File: src/shared/emtp_pkg.sv
// package: register map, field layout, reset values and timing of the trigger pipeline
package emtp_pkg;
  // apb byte offsets
  localparam logic [7:0] OFS_CTRL = 8'h00;
  localparam logic [7:0] OFS_REFRESH = 8'h04;
  localparam logic [7:0] OFS_STATUS = 8'h08;
  localparam logic [7:0] OFS_BASE = 8'h0C;
  localparam logic [7:0] OFS_RD_TRIG = 8'h10;
  localparam logic [7:0] OFS_WR_TRIG = 8'h14;
  localparam logic [7:0] OFS_RDATA = 8'h18;
  // control fields
  localparam int CTRL_MODE_LSB = 0;
  localparam int CTRL_RINC_BIT = 2;
  localparam int CTRL_WINC_BIT = 3;
  localparam int CTRL_LEN_LSB = 4;
  localparam logic [7:0] CTRL_RST = 8'h10;
  // refresh control fields
  localparam int REF_DIV_LSB = 0;
  localparam int REF_SEL_LSB = 8;
  localparam int REF_EN_BIT = 10;
  localparam int REF_ONESHOT_BIT = 11;
  localparam int REF_DBG_BIT = 12;
  localparam logic [7:0] REF_DIV_RST = 8'h00;
  localparam logic [1:0] REF_SEL_RST = 2'h0;
  // status fields
  localparam int STAT_BUSY_BIT = 0;
  localparam int STAT_BUF_BIT = 1;
  localparam int STAT_RDR_BIT = 2;
  localparam int STAT_REFREQ_BIT = 3;
  localparam logic [15:0] BASE_RST = 16'h0000;
  // prescaler codes and factors
  localparam logic [1:0] PRE_64 = 2'h0;
  localparam logic [1:0] PRE_8 = 2'h1;
  localparam logic [1:0] PRE_1 = 2'h2;
  localparam logic [6:0] PRE_F64 = 7'h40;
  localparam logic [6:0] PRE_F8 = 7'h08;
  localparam logic [6:0] PRE_F1 = 7'h01;
  // timing: clocks per instruction cycle, refresh length in instruction cycles
  localparam int CLK_PER_ICYC = 2;
  localparam logic [3:0] REFRESH_ICYC = 4'h2;
  // access modes
  typedef enum logic [1:0] {MODE_SRAM, MODE_FAST_DRAM, MODE_SLOW_DRAM, MODE_SRAM_ALT} emtp_mode_e;
  typedef enum logic [1:0] {ST_IDLE, ST_ACCESS, ST_REFRESH} emtp_state_e;
endpackage : emtp_pkg

File: src/hw/emtp_core.sv
// external memory trigger pipeline: apb registers, trigger arbitration, access and refresh
//
// The implementer's own choices: register access over APB and the register addresses.
`timescale 1ns/100ps
module emtp_core
  import emtp_pkg::*;
(
  // clock and reset
  input wire logic REF_CLK,
  input wire logic RST_N,
  // apb slave
  input wire logic PSEL,
  input wire logic PENABLE,
  input wire logic PWRITE,
  input wire logic [7:0] PADDR,
  input wire logic [31:0] PWDATA,
  output logic [31:0] PRDATA,
  output logic PREADY,
  output logic PSLVERR,
  // debug halt level
  input wire logic DEBUG_MODE,
  // memory pins
  output logic [15:0] MEM_ADDR,
  output logic [31:0] MEM_DATA_O,
  output logic MEM_DATA_OE,
  input wire logic [31:0] MEM_DATA_I,
  output logic MEM_CHIP_SELECT_N,
  output logic MEM_READ_STROBE_N,
  output logic MEM_WRITE_STROBE_N,
  output logic MEM_REFRESH_N
);
  emtp_state_e st_q;
  logic ph_q, icyc_end;
  logic [7:0] ctrl_q;
  logic [7:0] refresh_divider_q;
  logic [1:0] refresh_prescale_sel_q;
  logic refresh_enable_q, debug_refresh_enable_q, one_shot_refresh_q;
  logic [15:0] base_address_reg_q;
  logic pend_v_q, pend_wr_q, calc_v_q, calc_wr_q, acc_wr_q;
  logic [15:0] pend_off_q, calc_addr_q;
  logic [31:0] pend_dat_q, calc_dat_q;
  logic inc_q;
  logic [3:0] cnt_q;
  logic [31:0] read_data_reg_q, read_data_buffer_q;
  logic rdr_full_q, read_buffer_full_flag_q, slow_cap_q;
  logic refresh_req_q, tick;
  logic [31:0] din_m_q, din_s_q;
  logic dbg_m_q, dbg_s_q;
  logic apb_acc, wr_hit, rd_trig, wr_trig, rdata_rd, mapped;
  logic iface_busy_flag, acc_last, op_free, calc_move, cap, start_acc, start_ref;
  logic [31:0] rd_mux;
  emtp_mode_e mode;

  function automatic logic [15:0] word_addr(input logic [15:0] base, input logic [15:0] off);
    word_addr = base - off;
  endfunction : word_addr

  // pin synchronisers
  always_ff @(posedge REF_CLK or negedge RST_N) begin
    if (!RST_N) begin
      din_m_q <= 32'h0000_0000;
      din_s_q <= 32'h0000_0000;
      dbg_m_q <= 1'b0;
      dbg_s_q <= 1'b0;
    end else begin
      din_m_q <= MEM_DATA_I;
      din_s_q <= din_m_q;
      dbg_m_q <= DEBUG_MODE;
      dbg_s_q <= dbg_m_q;
    end
  end

  // apb decode
  assign apb_acc = PSEL && PENABLE && PREADY;
  assign wr_hit = apb_acc && PWRITE;
  assign rd_trig = wr_hit && (PADDR == OFS_RD_TRIG);
  assign wr_trig = wr_hit && (PADDR == OFS_WR_TRIG);
  assign rdata_rd = apb_acc && !PWRITE && (PADDR == OFS_RDATA);
  assign mode = emtp_mode_e'(ctrl_q[CTRL_MODE_LSB +: 2]);
  assign iface_busy_flag = pend_v_q || calc_v_q || (st_q == ST_ACCESS);

  always_comb begin
    mapped = 1'b1;
    rd_mux = 32'h0000_0000;
    case (PADDR)
      OFS_CTRL: rd_mux = {24'h000000, ctrl_q};
      OFS_REFRESH: rd_mux = {19'h00000, debug_refresh_enable_q, one_shot_refresh_q,
                             refresh_enable_q, refresh_prescale_sel_q, refresh_divider_q};
      OFS_STATUS: rd_mux = {28'h0000000, refresh_req_q, rdr_full_q,
                            read_buffer_full_flag_q, iface_busy_flag};
      OFS_BASE: rd_mux = {16'h0000, base_address_reg_q};
      OFS_RDATA: rd_mux = read_data_reg_q;
      OFS_RD_TRIG, OFS_WR_TRIG: rd_mux = 32'h0000_0000;
      default: mapped = 1'b0;
    endcase
  end

  // one wait state, then answer
  always_ff @(posedge REF_CLK or negedge RST_N) begin
    if (!RST_N) begin
      PREADY <= 1'b0;
      PRDATA <= 32'h0000_0000;
      PSLVERR <= 1'b0;
    end else begin
      PREADY <= PSEL && PENABLE && !PREADY;
      PSLVERR <= PSEL && PENABLE && !PREADY && !mapped;
      if (PSEL && PENABLE && !PREADY && !PWRITE) begin
        PRDATA <= rd_mux;
      end
    end
  end

  // software control registers
  always_ff @(posedge REF_CLK or negedge RST_N) begin
    if (!RST_N) begin
      ctrl_q <= CTRL_RST;
      refresh_divider_q <= REF_DIV_RST;
      refresh_prescale_sel_q <= REF_SEL_RST;
      refresh_enable_q <= 1'b0;
      debug_refresh_enable_q <= 1'b0;
    end else if (wr_hit && PADDR == OFS_CTRL) begin
      ctrl_q <= PWDATA[7:0];
    end else if (wr_hit && PADDR == OFS_REFRESH) begin
      refresh_divider_q <= PWDATA[REF_DIV_LSB +: 8];
      refresh_prescale_sel_q <= PWDATA[REF_SEL_LSB +: 2];
      refresh_enable_q <= PWDATA[REF_EN_BIT];
      debug_refresh_enable_q <= PWDATA[REF_DBG_BIT];
    end
  end

  emtp_refresh_timer u_timer (
    .clk(REF_CLK),
    .rst_n(RST_N),
    .divider(refresh_divider_q),
    .prescale_sel(refresh_prescale_sel_q),
    .run(refresh_enable_q || (debug_refresh_enable_q && dbg_s_q)),
    .tick_q(tick)
  );

  // instruction cycle phase
  always_ff @(posedge REF_CLK or negedge RST_N) begin
    if (!RST_N) begin
      ph_q <= 1'b0;
    end else begin
      ph_q <= !ph_q;
    end
  end
  assign icyc_end = ph_q;

  assign acc_last = (st_q != ST_IDLE) && (cnt_q == 4'h1);
  assign op_free = icyc_end && ((st_q == ST_IDLE) || acc_last);
  assign calc_move = icyc_end && pend_v_q && !calc_v_q
                     && ((st_q == ST_IDLE) || (st_q == ST_ACCESS && cnt_q == 4'h1));
  assign start_ref = op_free && refresh_req_q && (st_q != ST_REFRESH);
  assign start_acc = op_free && !start_ref && calc_v_q
                     && !read_buffer_full_flag_q && !(cap && rdr_full_q);

  // refresh request: set wins over clear
  always_ff @(posedge REF_CLK or negedge RST_N) begin
    if (!RST_N) begin
      refresh_req_q <= 1'b0;
      one_shot_refresh_q <= 1'b0;
    end else begin
      one_shot_refresh_q <= wr_hit && PADDR == OFS_REFRESH && PWDATA[REF_ONESHOT_BIT];
      if (tick || one_shot_refresh_q) begin
        refresh_req_q <= 1'b1;
      end else if (icyc_end && st_q == ST_REFRESH && acc_last) begin
        refresh_req_q <= 1'b0;
      end
    end
  end

  // pending trigger slot
  always_ff @(posedge REF_CLK or negedge RST_N) begin
    if (!RST_N) begin
      pend_v_q <= 1'b0;
      pend_wr_q <= 1'b0;
      pend_off_q <= 16'h0000;
      pend_dat_q <= 32'h0000_0000;
    end else if (rd_trig || wr_trig) begin
      pend_v_q <= 1'b1;
      pend_wr_q <= wr_trig;
      pend_off_q <= rd_trig ? PWDATA[15:0] : 16'h0000;
      pend_dat_q <= PWDATA;
    end else if (calc_move) begin
      pend_v_q <= 1'b0;
    end
  end

  // address calculation stage, held until the access slot frees
  always_ff @(posedge REF_CLK or negedge RST_N) begin
    if (!RST_N) begin
      calc_v_q <= 1'b0;
      calc_wr_q <= 1'b0;
      calc_addr_q <= 16'h0000;
      calc_dat_q <= 32'h0000_0000;
    end else if (calc_move) begin
      calc_v_q <= 1'b1;
      calc_wr_q <= pend_wr_q;
      calc_addr_q <= word_addr(base_address_reg_q, pend_off_q);
      calc_dat_q <= pend_dat_q;
    end else if (start_acc) begin
      calc_v_q <= 1'b0;
    end
  end

  // base post-increment one instruction cycle after calculation
  always_ff @(posedge REF_CLK or negedge RST_N) begin
    if (!RST_N) begin
      inc_q <= 1'b0;
      base_address_reg_q <= BASE_RST;
    end else begin
      if (calc_move) begin
        inc_q <= pend_wr_q ? ctrl_q[CTRL_WINC_BIT] : ctrl_q[CTRL_RINC_BIT];
      end else if (icyc_end) begin
        inc_q <= 1'b0;
      end
      if (wr_hit && PADDR == OFS_BASE) begin
        base_address_reg_q <= PWDATA[15:0];
      end else if (icyc_end && inc_q) begin
        base_address_reg_q <= base_address_reg_q + 16'h0001;
      end
    end
  end

  // access and refresh sequencer
  always_ff @(posedge REF_CLK or negedge RST_N) begin
    if (!RST_N) begin
      st_q <= ST_IDLE;
      cnt_q <= 4'h0;
      acc_wr_q <= 1'b0;
    end else if (start_ref) begin
      st_q <= ST_REFRESH;
      cnt_q <= REFRESH_ICYC;
    end else if (start_acc) begin
      st_q <= ST_ACCESS;
      cnt_q <= (ctrl_q[CTRL_LEN_LSB +: 4] == 4'h0) ? 4'h1 : ctrl_q[CTRL_LEN_LSB +: 4];
      acc_wr_q <= calc_wr_q;
    end else if (op_free) begin
      st_q <= ST_IDLE;
      cnt_q <= 4'h0;
    end else if (icyc_end && st_q != ST_IDLE) begin
      cnt_q <= cnt_q - 4'h1;
    end
  end

  // memory pins
  always_ff @(posedge REF_CLK or negedge RST_N) begin
    if (!RST_N) begin
      MEM_ADDR <= 16'h0000;
      MEM_DATA_O <= 32'h0000_0000;
      MEM_DATA_OE <= 1'b0;
      MEM_CHIP_SELECT_N <= 1'b1;
      MEM_READ_STROBE_N <= 1'b1;
      MEM_WRITE_STROBE_N <= 1'b1;
      MEM_REFRESH_N <= 1'b1;
    end else if (start_acc) begin
      MEM_ADDR <= calc_addr_q;
      MEM_DATA_O <= calc_dat_q;
      MEM_DATA_OE <= calc_wr_q;
      MEM_CHIP_SELECT_N <= 1'b0;
      MEM_READ_STROBE_N <= calc_wr_q;
      MEM_WRITE_STROBE_N <= !calc_wr_q;
      MEM_REFRESH_N <= 1'b1;
    end else if (start_ref || op_free) begin
      MEM_DATA_OE <= 1'b0;
      MEM_CHIP_SELECT_N <= 1'b1;
      MEM_READ_STROBE_N <= 1'b1;
      MEM_WRITE_STROBE_N <= 1'b1;
      MEM_REFRESH_N <= !start_ref;
    end
  end

  // read capture moment by mode
  always_comb begin
    case (mode)
      MODE_FAST_DRAM: cap = !ph_q && st_q == ST_ACCESS && !acc_wr_q && cnt_q == 4'h1;
      MODE_SLOW_DRAM: cap = icyc_end && slow_cap_q;
      default: cap = icyc_end && st_q == ST_ACCESS && !acc_wr_q && acc_last;
    endcase
  end

  always_ff @(posedge REF_CLK or negedge RST_N) begin
    if (!RST_N) begin
      slow_cap_q <= 1'b0;
    end else if (icyc_end) begin
      slow_cap_q <= st_q == ST_ACCESS && !acc_wr_q && acc_last;
    end
  end

  // read data register and intermediate buffer
  always_ff @(posedge REF_CLK or negedge RST_N) begin
    if (!RST_N) begin
      read_data_reg_q <= 32'h0000_0000;
      read_data_buffer_q <= 32'h0000_0000;
      rdr_full_q <= 1'b0;
      read_buffer_full_flag_q <= 1'b0;
    end else if (rdata_rd) begin
      if (read_buffer_full_flag_q) begin
        read_data_reg_q <= read_data_buffer_q;
        read_buffer_full_flag_q <= cap;
        read_data_buffer_q <= din_s_q;
      end else begin
        rdr_full_q <= cap;
        read_data_reg_q <= din_s_q;
      end
    end else if (cap) begin
      if (!rdr_full_q) begin
        rdr_full_q <= 1'b1;
        read_data_reg_q <= din_s_q;
      end else begin
        read_buffer_full_flag_q <= 1'b1;
        read_data_buffer_q <= din_s_q;
      end
    end
  end
endmodule : emtp_core

File: src/hw/emtp_refresh_timer.sv
// refresh timer: programmable divider followed by a 1/8/64 prescaler
`timescale 1ns/100ps
module emtp_refresh_timer
  import emtp_pkg::*;
(
  // clock and reset
  input wire logic clk,
  input wire logic rst_n,
  // settings
  input wire logic [7:0] divider,
  input wire logic [1:0] prescale_sel,
  input wire logic run,
  // request pulse
  output logic tick_q
);
  logic [7:0] div_cnt_q;
  logic [6:0] pre_cnt_q;
  logic div_wrap;
  logic [6:0] factor;

  function automatic logic [6:0] pre_factor(input logic [1:0] sel);
    case (sel)
      PRE_64: pre_factor = PRE_F64;
      PRE_8: pre_factor = PRE_F8;
      default: pre_factor = PRE_F1;
    endcase
  endfunction : pre_factor

  assign factor = pre_factor(prescale_sel);
  assign div_wrap = run && (div_cnt_q >= divider);

  always_ff @(posedge clk or negedge rst_n) begin
    if (!rst_n) begin
      div_cnt_q <= 8'h00;
    end else if (!run || div_wrap) begin
      div_cnt_q <= 8'h00;
    end else begin
      div_cnt_q <= div_cnt_q + 8'h01;
    end
  end

  always_ff @(posedge clk or negedge rst_n) begin
    if (!rst_n) begin
      pre_cnt_q <= 7'h00;
      tick_q <= 1'b0;
    end else begin
      tick_q <= 1'b0;
      if (!run) begin
        pre_cnt_q <= 7'h00;
      end else if (div_wrap) begin
        if (pre_cnt_q + 7'h01 >= factor) begin
          pre_cnt_q <= 7'h00;
          tick_q <= 1'b1;
        end else begin
          pre_cnt_q <= pre_cnt_q + 7'h01;
        end
      end
    end
  end
endmodule : emtp_refresh_timer

File: config.mk
export PLATFORM = sky130hd
export DESIGN_NAME = emtp_core
export DESIGN_NICKNAME = d
export VERILOG_FILES = /design/src/shared/emtp_pkg.sv /design/src/hw/emtp_core.sv /design/src/hw/emtp_refresh_timer.sv
export SDC_FILE = /design/constraint.sdc
export NUM_CORES = 1
export LEC_CHECK = 0
export BUFFER_PORTS_ARGS = -buffer_cell sky130_fd_sc_hd__buf_2
export CAP_MARGIN = 20
export CELL_PAD_IN_SITES_DETAIL_PLACEMENT = 1
export CELL_PAD_IN_SITES_GLOBAL_PLACEMENT = 1
export CORE_MARGIN = 1
export CORE_UTILIZATION = 30
export CTS_CLUSTER_SIZE = 10
export DETAILED_ROUTE_END_ITERATION = 7
export GPL_ROUTABILITY_DRIVEN = 0
export GPL_TIMING_DRIVEN = 0
export PLACE_DENSITY_LB_ADDON = 0.1
export SYNTH_ARGS = -nofsm -noshare
export SYNTH_HDL_FRONTEND = slang
export SYNTH_SLANG_ARGS = --single-unit
export TNS_END_PERCENT = 1
File: constraint.sdc
create_clock -name REF_CLK -period 4.12 [get_ports REF_CLK]
set_input_delay 0.618 -clock REF_CLK [delete_from_list [all_inputs] [get_ports REF_CLK]]
set_output_delay 0.618 -clock REF_CLK [all_outputs]
set_load 0.05 [all_outputs]
==> impl_metrics.prom <==
# TYPE chip_impl_metric gauge
chip_impl_info{name="outcome",value="completed"} 1
chip_impl_metric{name="drt_iter0_markers",unit=""} 439
chip_impl_metric{name="timing.final.crit_period",unit="ns"} 3.49
chip_impl_info{name="path_type_of_the_worst_min_delay_path",value="input pin to asynchronous set/reset pin"} 1
chip_impl_metric{name="timing_hold_violations_final",unit=""} 0
chip_impl_metric{name="cts.htree.levels",unit=""} 2
chip_impl_metric{name="vias_per_cell",unit=""} 4.70
chip_impl_info{name="timing_worst_setup_path_type",value="flop to flop"} 1
chip_impl_metric{name="die-height",unit="um"} 231
chip_impl_info{name="clock_tree_from_tritoncts",value="built"} 1
chip_impl_metric{name="critPathRequiredTime",unit="ns"} 4.62
chip_impl_metric{name="post_synth_net_total",unit=""} 1573
chip_impl_metric{name="core.rowCount",unit=""} 83
chip_impl_metric{name="achievable_freq",unit="GHz"} 0.287
chip_impl_metric{name="cts_num_sinks",unit=""} 383
chip_impl_info{name="ys.flop_type",value="dfrtp_1"} 1
chip_impl_metric{name="cts_made_buffers",unit=""} 47
chip_impl_info{name="unrepaired_setup_endpoints_after_global_routing",value="no"} 1
chip_impl_metric{name="grt_max_degree",unit=""} 114
chip_impl_info{name="layout_common_cells",value="dfrtp_1 (378), nand2_1 (362), buf_2 (168), o21ai_0 (76), a21oi_1 (71)"} 1
chip_impl_metric{name="detailroute.via_count",unit=""} 11200
chip_impl_metric{name="grt.total_usage",unit="%"} 17.2
chip_impl_metric{name="pre_cts_ws",unit="ns"} 0.373
chip_impl_metric{name="yosysWarnings",unit=""} 0
chip_impl_metric{name="slowest_delay",unit="ns"} 0.59
chip_impl_metric{name="postCtsResizedCells",unit=""} 0
chip_impl_info{name="layout_commonest_cell",value="dfrtp_1"} 1
chip_impl_metric{name="crit_arrival",unit="ns"} 3.98
chip_impl_metric{name="finalCoreUtilization",unit="%"} 36.6
chip_impl_metric{name="wire_per_inst",unit="um"} 18.7
chip_impl_metric{name="total_leakage_power",unit="nW"} 9.36
chip_impl_metric{name="ys_types",unit=""} 67
chip_impl_metric{name="post_synth_edffs",unit=""} 0
chip_impl_metric{name="worst_case_clock_skew",unit="ns"} 0.0244
chip_impl_metric{name="ctsHoldBuffers",unit=""} 0
chip_impl_metric{name="power.density",unit="mW/mm2"} 463
chip_impl_info{name="crit_path_start_kind",value="flop"} 1
chip_impl_metric{name="drt-total-wl",unit="mm"} 44.5
chip_impl_metric{name="global_route.overflow_total",unit=""} 0
chip_impl_metric{name="post-cts-setup-buffer-count",unit=""} 0
chip_impl_metric{name="drv_cap",unit=""} 0
chip_impl_metric{name="route.detailed.drc",unit=""} 0
chip_impl_info{name="endpoint_kind",value="flop"} 1
chip_impl_info{name="cpMaxStageDelayCell",value="clkbuf_1"} 1
chip_impl_info{name="family_with_the_most_delay_on_the_worst_path",value="simple AND/OR/NAND/NOR gates"} 1
chip_impl_metric{name="worst-path-max-fanout",unit=""} 10
chip_impl_metric{name="totalPowerFinal",unit="W"} 0.00876
chip_impl_metric{name="worst_case_vdd_ir_drop",unit="V"} 0.000243
chip_impl_metric{name="ioPinCount",unit=""} 165
chip_impl_metric{name="mappedNetlistArea",unit="mm2"} 0.0158
chip_impl_info{name="cts_root_buffer",value="clkbuf_16"} 1
chip_impl_metric{name="finalNetCount",unit=""} 1789
chip_impl_metric{name="placement.io_buffers",unit=""} 164
chip_impl_metric{name="maximum_buffer_depth_of_the_clock_tree",unit=""} 3
chip_impl_metric{name="area_growth_syn_to_layout",unit="%"} 20.0
chip_impl_metric{name="first_pass_grt_wire_length",unit="mm"} 70.8
chip_impl_info{name="worst_path_most_repeated_cell",value="nand2_1"} 1
chip_impl_metric{name="insertion_delay",unit="ns"} 0.58
chip_impl_metric{name="dieWidth",unit="um"} 231
chip_impl_metric{name="finalWorstSetupSlack",unit="ns"} 0.634
chip_impl_metric{name="timing_worst_slew_pin_value",unit="ns"} 0.803
chip_impl_metric{name="syn_inst",unit=""} 1461
chip_impl_metric{name="portion_of_the_post_synthesis_area_used_by_sequential_elements",unit="%"} 60.9
chip_impl_info{name="cp_cell_sequence",value="inv_1, ha_1, or3b_2, a2111oi_0, a41o_1, nand2_1, nand4_1, clkbuf_1, nand2_1, nand2_1"} 1
chip_impl_metric{name="fraction_of_final_layout_cells_with_drive_strength_greater_than_1",unit="%"} 18.2
chip_impl_metric{name="total_buffers_and_inverters_traversed_by_the_critical_path",unit=""} 2
chip_impl_metric{name="finish.instance_area",unit="mm2"} 0.0189
chip_impl_metric{name="postPlaceCellArea",unit="mm2"} 0.0175
chip_impl_metric{name="initial_utilization",unit="%"} 30.5
chip_impl_metric{name="dieArea",unit="mm2"} 0.0534
chip_impl_metric{name="ant_nets",unit=""} 0
chip_impl_metric{name="synth_area_per_cell",unit="um2"} 10.8
chip_impl_metric{name="synth-seq-cells",unit=""} 383
chip_impl_metric{name="detail_route.first_pass.iterations",unit=""} 4
chip_impl_metric{name="floorplan_core_area",unit="mm2"} 0.0516
chip_impl_metric{name="whs",unit="ns"} 0.0115
chip_impl_metric{name="async_flop_share",unit="%"} 100
chip_impl_metric{name="first_global_vias",unit=""} 12000
chip_impl_metric{name="grt_antenna_before_repair",unit=""} 0
chip_impl_metric{name="place_hpwl",unit="mm"} 31.7
chip_impl_metric{name="finalSetupViolations",unit=""} 0
chip_impl_metric{name="post-route-period-util",unit="%"} 84.6
chip_impl_metric{name="relSlewSlack",unit="%"} 46.5
chip_impl_metric{name="number_of_pins_with_negative_max_slew_slack_in_the_final_report",unit=""} 0
chip_impl_metric{name="clk_pin_slew",unit="ns"} 0.06
## cells in the mapped netlist (9+ instances only)
cell type / n / share of area, %
dfrtp_1: 378 / 60
nand2_1: 362 / 8.6
o21ai_0: 76 / 2.4
a21oi_1: 71 / 2.3
inv_1: 67 / 1.6
nor2_1: 67 / 1.6
mux2_2: 53 / 3.8
clkbuf_1: 50 / 1.2
ha_1: 33 / 2.6
mux2_1: 32 / 2.3
o22ai_1: 32 / 1.3
nand3_1: 26 / 0.83
xor2_1: 26 / 1.4
nand2b_1: 25 / 0.99
and3_1: 15 / 0.60
xnor2_1: 13 / 0.72
mux2i_1: 12 / 0.76
buf_1: 9 / 0.21
nor3_1: 9 / 0.29
## cell type report
class	count	area, um2
Fill cell	5762	32700
Antenna cell	1	2.50
Buffer	68	299
Multi-Input combinational cell	942	5610
Tap cell	680	851
Clock inverter	6	45.0
Timing Repair Buffer	167	913
Clock buffer	68	1350
Inverter	68	255
Sequential cell	383	9590
## sequential cells by signal (all words and copies together), names as in the netlist, 2 cells and up
signal,flops
read_data_buffer_q,32
PRDATA,32
refresh_divider_q,8
ctrl_q,8
base_address_reg_q,16
cnt_q,4
refresh_prescale_sel_q,2
pend_off_q,16
calc_addr_q,16
u_timer.pre_cnt_q,7
read_data_reg_q,32
din_m_q,32
din_s_q,32
MEM_ADDR,16
calc_dat_q,32
st_q,2
pend_dat_q,32
u_timer.div_cnt_q,8
MEM_DATA_O,32
## report_power, final
part           leakage [nW]  internal (W)  switching [W]  total [W]
sequential             4.82       0.00396       0.000121    0.00408
combinational          3.85      0.000258       0.000604   0.000862
clock                 0.684       0.00224        0.00158    0.00382
total                  9.36       0.00645        0.00231    0.00876
## path summary, 6_finish.rpt
kind	to	cells after the start	slack [ns]	start
max reg2reg	calc_v_q	10	0.63	ctrl_q[0]
min	calc_dat_q[19]	1	0.01	RST_N
max in group asynchronous	PRDATA[20]	2	3.01	RST_N
max	calc_v_q	10	0.63	ctrl_q[0]
min in group REF_CLK	din_m_q[17]	1	0.15	MEM_DATA_I[17]
min reg2reg	din_s_q[15]	0	0.35	din_m_q[15]
## stage by stage
stage                     TNS (ns)  instances
after floorplan                  0       1461
after global placement    -2135.75       2305
after detailed placement         0       2308
after CTS                        0       2382
after global routing             0       2382
final                            0       2383
## per-layer routing
layer  vias up  GRT usage, %  part of all wire, %
li1       5324             -                    -
met1      5656          23.4                   48
met2       165          28.2                   47
met3        58          2.72                  3.4
met4         0          4.97                  1.9
met5         -             0                    0
## kinds of logic (layout without fill, tap and decap cells)
logic type                 Yosys count  in the layout  share of synthesized area [%]
adders and majority gates           34             34                           2.75
and+or+nand+nor                    538            538                           14.8
other                                0              1                              0
AOI/OAI and AO/OA                  232            232                           8.80
xor gates and xnor gates            39             39                           2.17
muxes                               99             99                           7.12
buffers and inverters              136            377                           3.52
DFF                                383            383                           60.9
(Power assumes the default switching activity.)
